## config.mk

```make
export PLATFORM = sky130hd
export DESIGN_NAME = urmf_rx
export DESIGN_NICKNAME = d
export VERILOG_FILES = /design/src/rtl/urmf_pkg.sv /design/src/rtl/urmf_sample_div.sv /design/src/rtl/urmf_rx_buffer.sv /design/src/rtl/urmf_rx.sv
export SDC_FILE = /design/constraint.sdc
export NUM_CORES = 1
export LEC_CHECK = 0
export ABC_AREA = 0
export BUFFER_PORTS_ARGS = -buffer_cell sky130_fd_sc_hd__buf_2
export CORE_ASPECT_RATIO = 0.75
export CORE_UTILIZATION = 50
export CTS_CLUSTER_DIAMETER = 40
export DETAILED_ROUTE_END_ITERATION = 8
export PLACE_DENSITY = 0.69
export SLEW_MARGIN = 20
export SYNTH_ARGS = -nofsm -noshare
export SYNTH_HDL_FRONTEND = slang
export SYNTH_SLANG_ARGS = --single-unit
```

## constraint.sdc

```tcl
create_clock -name core_clk -period 2.6 [get_ports core_clk]
set_input_delay 0.39 -clock core_clk [delete_from_list [all_inputs] [get_ports core_clk]]
set_output_delay 0.39 -clock core_clk [all_outputs]
set_load 0.01 [all_outputs]
```

## src/rtl/urmf_pkg.sv

```systemverilog
// Package with constants and types for the receiver with multi-processor filter.
package urmf_pkg;

  // ==========================================================================
  // Sampling constants
  // ==========================================================================
  localparam logic [4:0] URMF_SAMPLES_NORMAL = 5'h10;
  localparam logic [4:0] URMF_SAMPLES_DOUBLE = 5'h08;
  localparam logic [4:0] URMF_FIRST_NORMAL   = 5'h08;
  localparam logic [4:0] URMF_FIRST_DOUBLE   = 5'h04;
  localparam logic [4:0] URMF_MID_NORMAL     = 5'h09;
  localparam logic [4:0] URMF_MID_DOUBLE     = 5'h05;
  localparam logic [4:0] URMF_SAMPLE_RESET   = 5'h01;

  // ==========================================================================
  // Character size codes
  // ==========================================================================
  localparam logic [2:0] URMF_CSZ_5BIT = 3'h0;
  localparam logic [2:0] URMF_CSZ_6BIT = 3'h1;
  localparam logic [2:0] URMF_CSZ_7BIT = 3'h2;
  localparam logic [2:0] URMF_CSZ_8BIT = 3'h3;
  localparam logic [2:0] URMF_CSZ_9BIT = 3'h7;
  localparam logic [3:0] URMF_BITS_5   = 4'h5;
  localparam logic [3:0] URMF_BITS_9   = 4'h9;
  localparam logic [3:0] URMF_BIT_ZERO = 4'h0;

  // ==========================================================================
  // Reset values and divider
  // ==========================================================================
  localparam logic [2:0]  URMF_CSZ_RESET     = 3'h3;
  localparam logic [11:0] URMF_BAUD_DIV_ZERO = 12'h000;

  // ==========================================================================
  // Types
  // ==========================================================================
  typedef struct packed {
    logic       double_speed_select;
    logic       multiproc_filter_enable;
    logic       parity_enable;
    logic       parity_odd;
    logic [2:0] char_size_select;
    logic       rx_enable;
  } urmf_cfg_t;

  typedef struct packed {
    logic [7:0] data;
    logic       rx_ninth_bit;
    logic       frame_error_flag;
    logic       parity_error;
  } urmf_frame_t;

  typedef enum logic [2:0] {
    URMF_IDLE   = 3'b000,
    URMF_START  = 3'b001,
    URMF_DATA   = 3'b010,
    URMF_PARITY = 3'b011,
    URMF_STOP   = 3'b100
  } urmf_state_t;

  function automatic logic urmf_majority(input logic [2:0] s);
    urmf_majority = (s[0] & s[1]) | (s[0] & s[2]) | (s[1] & s[2]);
  endfunction

endpackage

```

## src/rtl/urmf_sample_div.sv

```systemverilog
// Divider that makes the oversampling enable pulse from the baud divisor.
`timescale 1ns/10ps
module urmf_sample_div #(
  parameter int DIV_W = 12
) (
  input  wire logic             core_clk,
  input  wire logic             rst_n,
  input  wire logic [DIV_W-1:0] baud_divisor,
  output logic                  sample_en
);
  import urmf_pkg::*;

  logic [DIV_W-1:0] cnt_q;

  // ==========================================================================
  // Counter
  // ==========================================================================
  // A divisor of zero gives a pulse every cycle.
  always_ff @(posedge core_clk) begin
    if (!rst_n) begin
      cnt_q     <= '0;
      sample_en <= 1'b0;
    end else if (cnt_q == '0) begin
      cnt_q     <= baud_divisor;
      sample_en <= 1'b1;
    end else begin
      cnt_q     <= cnt_q - 1'b1;
      sample_en <= 1'b0;
    end
  end

endmodule

```

## src/rtl/urmf_rx_buffer.sv

```systemverilog
// Two-entry receive buffer with status for the frame at its head.
`timescale 1ns/10ps
module urmf_rx_buffer (
  input  wire logic                  core_clk,
  input  wire logic                  rst_n,
  input  wire logic                  flush,
  input  wire logic                  push,
  input  wire urmf_pkg::urmf_frame_t push_frame,
  input  wire logic                  pop,
  output urmf_pkg::urmf_frame_t      head_frame,
  output logic                       full,
  output logic                       not_empty
);
  import urmf_pkg::*;

  urmf_frame_t mem_q [2];
  logic        rd_q;
  logic        wr_q;
  logic [1:0]  cnt_q;
  logic        do_push;
  logic        do_pop;

  assign do_pop     = pop && (cnt_q != 2'h0);
  assign do_push    = push && ((cnt_q != 2'h2) || do_pop);
  assign head_frame = mem_q[rd_q];
  assign full       = (cnt_q == 2'h2);
  assign not_empty  = (cnt_q != 2'h0);

  // ==========================================================================
  // Storage
  // ==========================================================================
  always_ff @(posedge core_clk) begin
    if (!rst_n) begin
      mem_q[0] <= '0;
      mem_q[1] <= '0;
    end else if (do_push) begin
      mem_q[wr_q] <= push_frame;
    end
  end

  // ==========================================================================
  // Pointers and fill level
  // ==========================================================================
  always_ff @(posedge core_clk) begin
    if (!rst_n || flush) begin
      rd_q  <= 1'b0;
      wr_q  <= 1'b0;
      cnt_q <= 2'h0;
    end else begin
      rd_q  <= rd_q ^ do_pop;
      wr_q  <= wr_q ^ do_push;
      cnt_q <= cnt_q + {1'b0, do_push} - {1'b0, do_pop};
    end
  end

endmodule

```

## src/rtl/urmf_rx.sv

```systemverilog
// Asynchronous receiver with majority sampling and multi-processor frame filter.
// Summary of operation
// RULE_01: Stop bit resolved by three-sample vote; a zero sets the frame error flag.
// RULE_02: Watch for a new start edge right after the stop bit's last vote sample.
// RULE_03: Sixteen samples per bit normally, eight in double speed mode.
// RULE_04: First vote sample is 8 normally and 4 in double speed mode.
// RULE_05: Middle vote sample is 9 normally and 5 in double speed mode.
// RULE_06: With the filter enabled, data-type frames are dropped, never buffered.
// RULE_07: Frame type bit is first stop bit, or the ninth bit for nine-bit frames.
// RULE_08: Frame type one means address frame, zero means data frame.
// RULE_09: The filter acts on received frames only, never on the transmitter.
// RULE_10: Master and slaves use the nine-bit character format, size code 7.
// RULE_11: Master sets its ninth bit for address frames, clears it for data.
// RULE_12: Address frames under the filter are stored and raise receive complete.
// RULE_13: A selected slave clears its filter enable to receive following data.
// RULE_14: After its last data frame the slave sets its filter enable again.
// RULE_15: Receiver and transmitter share one character size setting.
// RULE_16: Five to eight bit addressing needs the sender set for two stop bits.
// RULE_17: Software must not touch the filter enable with read-modify-write.
// RULE_18: Each bit is the majority of its three centre samples.
// RULE_19: Only the first stop bit is checked; further stop bits are ignored.
// RULE_20: A dropped data frame changes no complete, error, overrun or parity status (its start edge with the buffer full still sets pending overrun).
`timescale 1ns/10ps
module urmf_rx #(
  parameter int DIV_W = 12
) (
  input  wire logic                core_clk,
  input  wire logic                rst_n,
  input  wire logic                rx_line,
  input  wire logic [DIV_W-1:0]    baud_divisor,
  input  wire urmf_pkg::urmf_cfg_t cfg,
  input  wire logic                data_read,
  output logic [7:0]               serial_data_register,
  output logic                     rx_ninth_bit,
  output logic                     rx_complete_flag,
  output logic                     frame_error_flag,
  output logic                     overrun_flag,
  output logic                     parity_error_flag,
  output logic [2:0]               tx_char_size_select,
  output logic                     address_frame_seen
);
  import urmf_pkg::*;

  logic        sample_en;
  urmf_state_t state_q;
  logic [4:0]  smp_q;
  logic [3:0]  bit_q;
  logic [8:0]  shift_q;
  logic [2:0]  vote_q;
  logic        rx_prev_q;
  logic        par_q;
  logic        par_err_q;
  logic        ovr_pend_q;
  logic        ovr_head_q;
  logic        push_q;
  urmf_frame_t push_frame_q;
  urmf_frame_t head_frame;
  logic        buf_full;
  logic        buf_not_empty;
  logic [4:0]  smp_per_bit;
  logic [4:0]  smp_first;
  logic [4:0]  smp_mid;
  logic [4:0]  smp_last;
  logic [3:0]  n_data;
  logic        nine_bit;
  logic        vote;
  logic        bit_done;
  logic        frame_type;
  logic        keep_frame;
  logic        flush;
  logic        frame_end;

  // ==========================================================================
  // Helpers
  // ==========================================================================
  // Wraps the sample count back to one after the last sample of a bit period.
  function automatic logic [4:0] next_smp(input logic [4:0] cur, input logic [4:0] last);
    next_smp = (cur == last) ? URMF_SAMPLE_RESET : cur + 5'h01;
  endfunction

  // ==========================================================================
  // Mode decode
  // ==========================================================================
  // RULE_03 samples per bit
  assign smp_per_bit = cfg.double_speed_select ? URMF_SAMPLES_DOUBLE : URMF_SAMPLES_NORMAL;
  // RULE_04 first vote sample
  assign smp_first   = cfg.double_speed_select ? URMF_FIRST_DOUBLE : URMF_FIRST_NORMAL;
  // RULE_05 middle vote sample
  assign smp_mid     = cfg.double_speed_select ? URMF_MID_DOUBLE : URMF_MID_NORMAL;
  assign smp_last    = smp_mid + 5'h01;
  assign nine_bit    = (cfg.char_size_select == URMF_CSZ_9BIT);
  assign n_data      = nine_bit ? URMF_BITS_9 : (URMF_BITS_5 + {1'b0, cfg.char_size_select});
  assign flush       = !cfg.rx_enable;

  // RULE_18 three centre samples vote
  assign vote     = urmf_majority({vote_q[2:1], rx_line});
  assign bit_done = sample_en && (smp_q == smp_last);
  assign frame_end = bit_done && (state_q == URMF_STOP);

  // RULE_07 frame type source
  // RULE_08 one is address
  assign frame_type = nine_bit ? shift_q[8] : vote;
  // RULE_06 data frames dropped under filter
  // RULE_09 transmitter untouched by the filter
  assign keep_frame = !cfg.multiproc_filter_enable || frame_type;

  // RULE_15 shared size setting
  always_ff @(posedge core_clk) begin
    if (!rst_n) begin
      tx_char_size_select <= URMF_CSZ_RESET;
    end else begin
      tx_char_size_select <= cfg.char_size_select;
    end
  end

  urmf_sample_div #(
    .DIV_W (DIV_W)
  ) u_div (
    .core_clk     (core_clk),
    .rst_n        (rst_n),
    .baud_divisor (baud_divisor),
    .sample_en    (sample_en)
  );

  // ==========================================================================
  // Vote sample capture
  // ==========================================================================
  // The edge detector starts at the idle level, so leaving reset with the line high never fakes a start edge.
  always_ff @(posedge core_clk) begin
    if (!rst_n) begin
      rx_prev_q <= 1'b1;
    end else if (sample_en) begin
      rx_prev_q <= rx_line;
    end
  end

  always_ff @(posedge core_clk) begin
    if (!rst_n) begin
      vote_q <= 3'h0;
    end else if (sample_en) begin
      if (smp_q == smp_first) begin
        vote_q[2] <= rx_line;
      end
      if (smp_q == smp_mid) begin
        vote_q[1] <= rx_line;
      end
    end
  end

  // ==========================================================================
  // Frame sequencer
  // ==========================================================================
  // The sample counter restarts on the falling edge, so sample 1 is the first low sample.
  always_ff @(posedge core_clk) begin
    if (!rst_n || flush) begin
      state_q   <= URMF_IDLE;
      smp_q     <= URMF_SAMPLE_RESET;
      bit_q     <= URMF_BIT_ZERO;
      shift_q   <= 9'h000;
      par_q     <= 1'b0;
      par_err_q <= 1'b0;
    end else if (sample_en) begin
      unique case (state_q)
        URMF_IDLE: begin
          smp_q <= URMF_SAMPLE_RESET;
          if (rx_prev_q && !rx_line) begin
            state_q <= URMF_START;
            smp_q   <= URMF_SAMPLE_RESET + 5'h01;
          end
        end
        URMF_START: begin
          smp_q <= next_smp(smp_q, smp_per_bit);
          if (bit_done) begin
            state_q <= vote ? URMF_IDLE : URMF_START;
          end
          if (smp_q == smp_per_bit) begin
            state_q <= URMF_DATA;
            bit_q   <= URMF_BIT_ZERO;
            par_q   <= cfg.parity_odd;
          end
        end
        URMF_DATA: begin
          smp_q <= next_smp(smp_q, smp_per_bit);
          if (bit_done) begin
            shift_q <= {vote, shift_q[8:1]};
            par_q   <= par_q ^ vote;
          end
          if (smp_q == smp_per_bit) begin
            bit_q <= bit_q + 4'h1;
            if (bit_q == n_data - 4'h1) begin
              state_q <= cfg.parity_enable ? URMF_PARITY : URMF_STOP;
            end
          end
        end
        URMF_PARITY: begin
          smp_q <= next_smp(smp_q, smp_per_bit);
          if (bit_done) begin
            par_err_q <= par_q ^ vote;
          end
          if (smp_q == smp_per_bit) begin
            state_q <= URMF_STOP;
          end
        end
        URMF_STOP: begin
          smp_q <= smp_q + 5'h01;
          // RULE_02 early start acceptance
          // RULE_19 first stop bit only
          if (bit_done) begin
            state_q <= URMF_IDLE;
            smp_q   <= URMF_SAMPLE_RESET;
          end
        end
        default: begin
          state_q <= URMF_IDLE;
        end
      endcase
    end
  end

  // ==========================================================================
  // Frame completion and filter
  // ==========================================================================
  // Right-align short characters so upper unused bits read as zero.
  always_ff @(posedge core_clk) begin
    if (!rst_n || flush) begin
      push_q       <= 1'b0;
      push_frame_q <= '0;
    end else begin
      push_q <= 1'b0;
      if (frame_end && keep_frame) begin
        // RULE_12 address frame stored
        push_q                        <= 1'b1;
        push_frame_q.data             <= 8'(shift_q >> (4'h9 - n_data));
        push_frame_q.rx_ninth_bit     <= nine_bit & shift_q[8];
        // RULE_01 stop zero flags error
        push_frame_q.frame_error_flag <= !vote;
        push_frame_q.parity_error     <= cfg.parity_enable & par_err_q;
      end
    end
  end

  // Overrun is noticed at the start edge while the buffer is full and a frame waits.
  always_ff @(posedge core_clk) begin
    if (!rst_n || flush) begin
      ovr_pend_q <= 1'b0;
      ovr_head_q <= 1'b0;
    end else begin
      // RULE_20 dropped frames leave complete, error and parity status alone, but not the pending overrun set below
      if (push_q && !(buf_full && !data_read)) begin
        ovr_head_q <= ovr_pend_q;
        ovr_pend_q <= 1'b0;
      end
      // A loss noticed in the cycle of a push must survive it, so the set comes last.
      if (sample_en && (state_q == URMF_IDLE) && rx_prev_q && !rx_line && buf_full) begin
        ovr_pend_q <= 1'b1;
      end
    end
  end

  urmf_rx_buffer u_buf (
    .core_clk   (core_clk),
    .rst_n      (rst_n),
    .flush      (flush),
    .push       (push_q),
    .push_frame (push_frame_q),
    .pop        (data_read),
    .head_frame (head_frame),
    .full       (buf_full),
    .not_empty  (buf_not_empty)
  );

  // ==========================================================================
  // Registered outputs
  // ==========================================================================
  always_ff @(posedge core_clk) begin
    if (!rst_n) begin
      serial_data_register <= 8'h00;
      rx_ninth_bit         <= 1'b0;
      rx_complete_flag     <= 1'b0;
    end else begin
      serial_data_register <= buf_not_empty ? head_frame.data : 8'h00;
      rx_ninth_bit         <= buf_not_empty & head_frame.rx_ninth_bit;
      rx_complete_flag     <= buf_not_empty;
    end
  end

  // Error and parity bits belong to the head frame and fall with it; overrun follows the latest push; an empty buffer reads clean.
  always_ff @(posedge core_clk) begin
    if (!rst_n) begin
      frame_error_flag  <= 1'b0;
      overrun_flag      <= 1'b0;
      parity_error_flag <= 1'b0;
    end else begin
      frame_error_flag  <= buf_not_empty & head_frame.frame_error_flag;
      parity_error_flag <= buf_not_empty & head_frame.parity_error;
      overrun_flag      <= buf_not_empty & ovr_head_q;
    end
  end

  // The address pulse ignores the filter setting, so it marks every address frame on the line.
  always_ff @(posedge core_clk) begin
    if (!rst_n) begin
      address_frame_seen <= 1'b0;
    end else begin
      address_frame_seen <= frame_end && frame_type;
    end
  end

endmodule

```

# Word-level counts from Yosys, hierarchy flattened
# Memory sizes are Yosys's and may differ from the RTL's. A register that Yosys moved wholly into a read port is not among the register bits.
# Cells that the tools add are included.
[word_totals]
mem_bits_rw = 22
in_bits = 24
n_memories = 1
wordCells = 152
output_inout_bits = 17
register_bits = 74
[classes]
n_bitwise = 14
mux = 38
add_sub_neg = 9
reduce_logical = 40
eq_ne = 20
shift = 1
[memory_table]
columns = ["memory", "words", "word_bits", "rd", "rd_ports_with_merged_regs", "write_ports", "line", "source"]
rows = [
  ["u_buf.mem_q", 2, 11, 1, 1, 2, "urmf_rx_buffer.sv:16", "urmf_frame_t mem_q [2];"],
]
[ops]
columns = ["operator", "count"]
rows = [
  ["3-bit two-way mux", 8],
  ["4-bit two-way mux", 5],
  ["2-bit inequality test, second input constant", 8],
  ["1-bit two-way mux", 15],
  ["5-bit two-way mux", 3],
  ["3-bit case mux with 5 select lines", 1],
  ["5-bit case mux with 3 select lines", 1],
  ["1-bit logical AND", 13],
  ["12-bit zero test", 1],
  ["12-bit two-way mux", 1],
  ["12-bit by 1-bit subtractor with 12-bit output, second input constant", 1],
  ["11-bit two-way mux", 1],
  ["11-bit OR reduction", 1],
  ["5-bit by 4-bit == test with 1-bit output", 2],
  ["5-bit == test", 2],
  ["1-bit AND", 9],
  ["9-bit by 4-bit right shift with 8-bit output", 1],
  ["4-bit case mux with 2 select lines", 1],
  ["2-bit AND reduction", 4],
  ["4-bit AND reduction", 2],
  ["1-bit zero test", 7],
  ["7-bit AND reduction", 1],
  ["3-bit by 2-bit == test with 1-bit output, second input constant", 2],
  ["3-bit == test, second input constant", 2],
  ["22 further kinds", 30],
]

# Logic depth before layout (Yosys ltp)
[logic_depth]
word_depth = 9
depth_mapped = 9
depth_no_buf = 8

# Cells and area by module
# From an unflattened synthesis, not the netlist that was laid out.
[unflattened]
hier_cells = 496
hier_area_um2 = 4754.6
[modules_own_cells]
columns = ["mod", "cells_per_inst", "area_per_inst_um2", "seq_area_each_um2", "n_inst"]
rows = [
  ["urmf_rx", 325, 2861.5, 1141.1, 1],
  ["urmf_rx_buffer", 92, 1208.7, 740.7, 1],
  ["urmf_sample_div", 79, 684.4, 260.2, 1],
]

# Worst setup path after synthesis
# Ideal clock, no wire load.
[synth_timing]
kind = "input -> register"
start = "input cfg[1] (netlist name)"
end = "register push_frame_q[8] (netlist name)"
required_time_ps = 2529
n_path_buf = 0
stages = 8
t_arrival_ps = 2144
slack_ps = 385
setup_ps = 71
cell_sequence = "ha_1 a21boi_1 inv_1 ha_1 xor2_1 nor2b_1 nand3_1 a21oi_1"
[synth_between]
elab_chain_len = 4
word_cells_on_any_way = 8
cone_classes = "2 x add/sub; 1 x eq/ne; 1 x shift; 2 x mux; 2 x reduce/logical"
[synth_rtl]
columns = ["item", "line", "source"]
rows = [
  ["from (decl)", "urmf_rx.sv:31", "input wire urmf_pkg::urmf_cfg_t cfg,"],
  ["3-bit by 3-bit adder with 4-bit output / 3-bit == test (equally long branches)", "urmf_rx.sv:92, urmf_rx.sv:91", ""],
  ["4-bit two-way mux / 1-bit two-way mux (equally long branches)", "urmf_rx.sv:92, urmf_rx.sv:102", ""],
  ["4-bit subtractor / 1-bit logical OR (equally long branches)", "urmf_rx.sv:233, urmf_rx.sv:105", ""],
  ["9-bit by 4-bit right shift with 8-bit output / 1-bit logical AND (equally long branches)", "urmf_rx.sv:233, urmf_rx.sv:230", ""],
  ["to (decl)", "urmf_rx.sv:56", "urmf_frame_t push_frame_q;"],
]
# Parallel ways exist; a longest one is shown, timed or not.
# A chain may end at the register's enable or synchronous reset.

# Worst setup path in the final report
[layout_timing]
start = "input cfg[1] (netlist name)"
end = "register push_frame_q[9] (netlist name)"
# Same word-level chain as after synthesis.

==> results.yml <==
status:
  status: "finished with violations"
  violations: "DRC"
die:
  fp.dieH_um: 84.6
  rows: 29
  die_area_um2: 9480
  coreArea_um2: 8640
  initial_utilization: 0.527
  die_w_um: 112
  ios: 41
logic_synthesis:
  ys_async_sr_fraction: 0
  yosysTopAreaCellShare: 0.326
  synthTopCellsByArea: "dfxtp_1, edfxtp_1, mux2i_1"
  synthDistinctLibCells: 63
  syn_area_per_cell_um2: 9.49
  yosysWarningCount: 0
  ys_seq_area_frac: 0.471
  synth_seq_cells: 96
  synth_edf_count: 22
  syn_area_um2: 4550
  synthCells: 479
  yosysTopAreaCell: "dfxtp_1"
  syn_nets: 514
  synthFlopType: "dfxtp_1"
grt:
  overflow: 0
  grt_usage: 0.205
  grt_pass1_wl_um: 15300
  grt_max_degree: 19
  grt_pass1_vias: 3156
  antenna_found_initial: 0
clocking:
  post_cts_buffers: 0
  cts_hold_buffers: 0
  clock-sinks: 96
  cts_root_buffer: "clkbuf_16"
  htreeDepth: 3
  ctsLongestPathBuffers: 2
  cts_resized: 0
  cts_buffers: 9
  clk_pin_slew_ps: 60
  clk_latency_ps: 340
  cts_tree: "yes"
timing:
  fin_crit_ps: 2120
  timing.final.crit_share: 0.814
  max-slew-margin-rel: 0.521
  maxClockFrequency_mhz: 473
  tightest_slew_ps: 717
  fin_tns_setup_ps: 0
  slew_violations: 0
  finalSetupViolCount: 0
  skew_ps: 5.45
  rsz0062_at_grt: "false"
  finalHoldViolCount: 0
  fin_ws_ps: 485
finish:
  nNetsFinal: 553
  drive_gt1_frac: 0.159
  layout-area-overhead-vs-synth_pct: 13.9
  final_util: 0.600
  stdcell_area_um2: 5180
  diodes: 0
power:
  ir_drop_v: 0.000333
  pwr_density_cell_nw_per_um2: 720
  power_leakage_uw: 0.00193
routing:
  drt_pass1_iterations: 6
  route.detailed.drc: 5
  viasPerCell: 5.46
  vias: 3447
  drtIter0Drc: 249
  wl_per_cell_um: 14.6
  ant_nets: 0
  routed_wl_um: 9190
min_path:
  hold_class: "primary input to register"
setup_path:
  path_max_fanout: 12
  critPathRequiredTime_ps: 2870
  crit_path_end_kind: "register"
  reg2reg_setup_slack_ps: 620
  worstSetupStartpointType: "primary input"
  critical_path_class: "primary input to register"
  arrival_ps: 2380
placed_design:
  io_buffers: 40
  dpl_cell_area_um2: 4870
  place_congestion: 0.910
  place_worst_setup_slack_ps: 172
  dp_hpwl_um: 6640
flow_run:
  maxCapViolCount: 0
## flip-flops by register name (all words and copies together) (netlist names), 2 cells and up
name / flops
bit_q: 4
push_frame_q: 11
serial_data_register: 8
shift_q: 9
smp_q: 5
state_q: 3
tx_char_size_select: 3
u_buf.cnt_q: 2
u_buf.mem_q: 22
u_div.cnt_q: 12
vote_q: 2
## critical path, cell delays in order
cell and delay (ps):
buf_2 170, ha_1 420, a21boi_1 230, inv_1 60, ha_1 200, xor2_1 300, nor2b_1 320, nand3_1 130
a21oi_1 160
## metal layers
layer	global-route usage	up-vias	part of all wire
met1	0.280	1575	0.48
met5	0	-	0
met4	0.0642	0	0.010
met2	0.321	78	0.46
li1	-	1785	-
met3	0.0498	9	0.050
## area by class of cell
cell class                      instances  area (µm²)
Clock inverter                          6        76.3
Sequential cell                        96        2140
Clock buffer                           10         229
Inverter                               13        48.8
Fill cell                             739        3460
Tap cell                              108         135
Multi-Input combinational cell        346        2260
Timing Repair Buffer                   52         290
## worst paths after layout
| path | start | to | depth (start not counted) |
|---|---|---|---|
| max | cfg[1] | push_frame_q[9]$_SDFFE_PP0P_ | 9 |
| min | cfg[2] | tx_char_size_select[1]$_SDFF_PN1_ | 2 |
| max reg2reg | smp_q[3]$_SDFFE_PP0P_ | push_frame_q[6]$_SDFFE_PP0P_ | 5 |
| min reg2reg | ovr_head_q$_SDFFE_PP0P_ | overrun_flag$_SDFF_PN0_ | 1 |
## through the flow
step                power [µW]  cells  hold WS (ps)
finish                    3730    631           306
global route              3930    631           307
CTS                       3760    631           293
detailed placement        2420    615           448
global placement          2400    615           442
floorplan                 2260    479           430
## kinds of logic (layout without fill, tap and decap cells)
family          count (synthesis)  in the layout  share of synthesized area
compound gates                 92             92                      0.134
xor+xnor                       18             18                     0.0347
fa+ha+maj                      12             12                     0.0325
buf+inv                        37             81                     0.0327
flops                          96             96                      0.471
mux                            34             34                     0.0812
simple gates                  190            190                      0.214
## cells in the final DEF (no fill, tap or decap), types with 5 or more instances in the layout
master	instances
a211oi_1	13
a21oi_1	24
a31oi_1	5
and2_1	28
buf_2	40
buf_4	12
clkbuf_16	9
dfxtp_1	74
edfxtp_1	22
ha_1	11
inv_1	12
mux2i_1	29
nand2_1	32
nand2b_1	5
nand3_1	16
nand3b_1	5
nand4_1	6
nor2_1	56
nor2b_1	6
nor3_1	14
o21ai_0	17
o21ai_1	6
xnor2_1	8
xor2_1	10
## power breakdown
group | internal [µW] | switching (µW) | total [µW]
Clock | 761 | 572 | 1330
Sequential | 1640 | 86.9 | 1720
Combinational | 288 | 383 | 671
Total | 2690 | 1040 | 3730
## cell usage after synthesis (all sizes together) (2+ instances only)
cell / n
or3b: 4
clkbuf: 20
o22ai: 3
o211ai: 3
nand3b: 6
mux2i: 29
a21oi: 25
ha: 11
inv: 12
and3: 4
nor3b: 2
nor4: 2
a211oi: 16
nor2b: 6
nand2: 32
edfxtp: 22
dfxtp: 74
nand4: 6
or2: 2
a311oi: 2
o21ai: 23
xnor2: 8
or3: 2
mux2: 3
a31oi: 5
nand3: 17
nor2: 56
buf: 4
a21boi: 3
and2: 28
o32ai: 2
nand2b: 5
xor2: 10
nor3: 14
mux4: 2
Power figures use the tool's default switching activity.
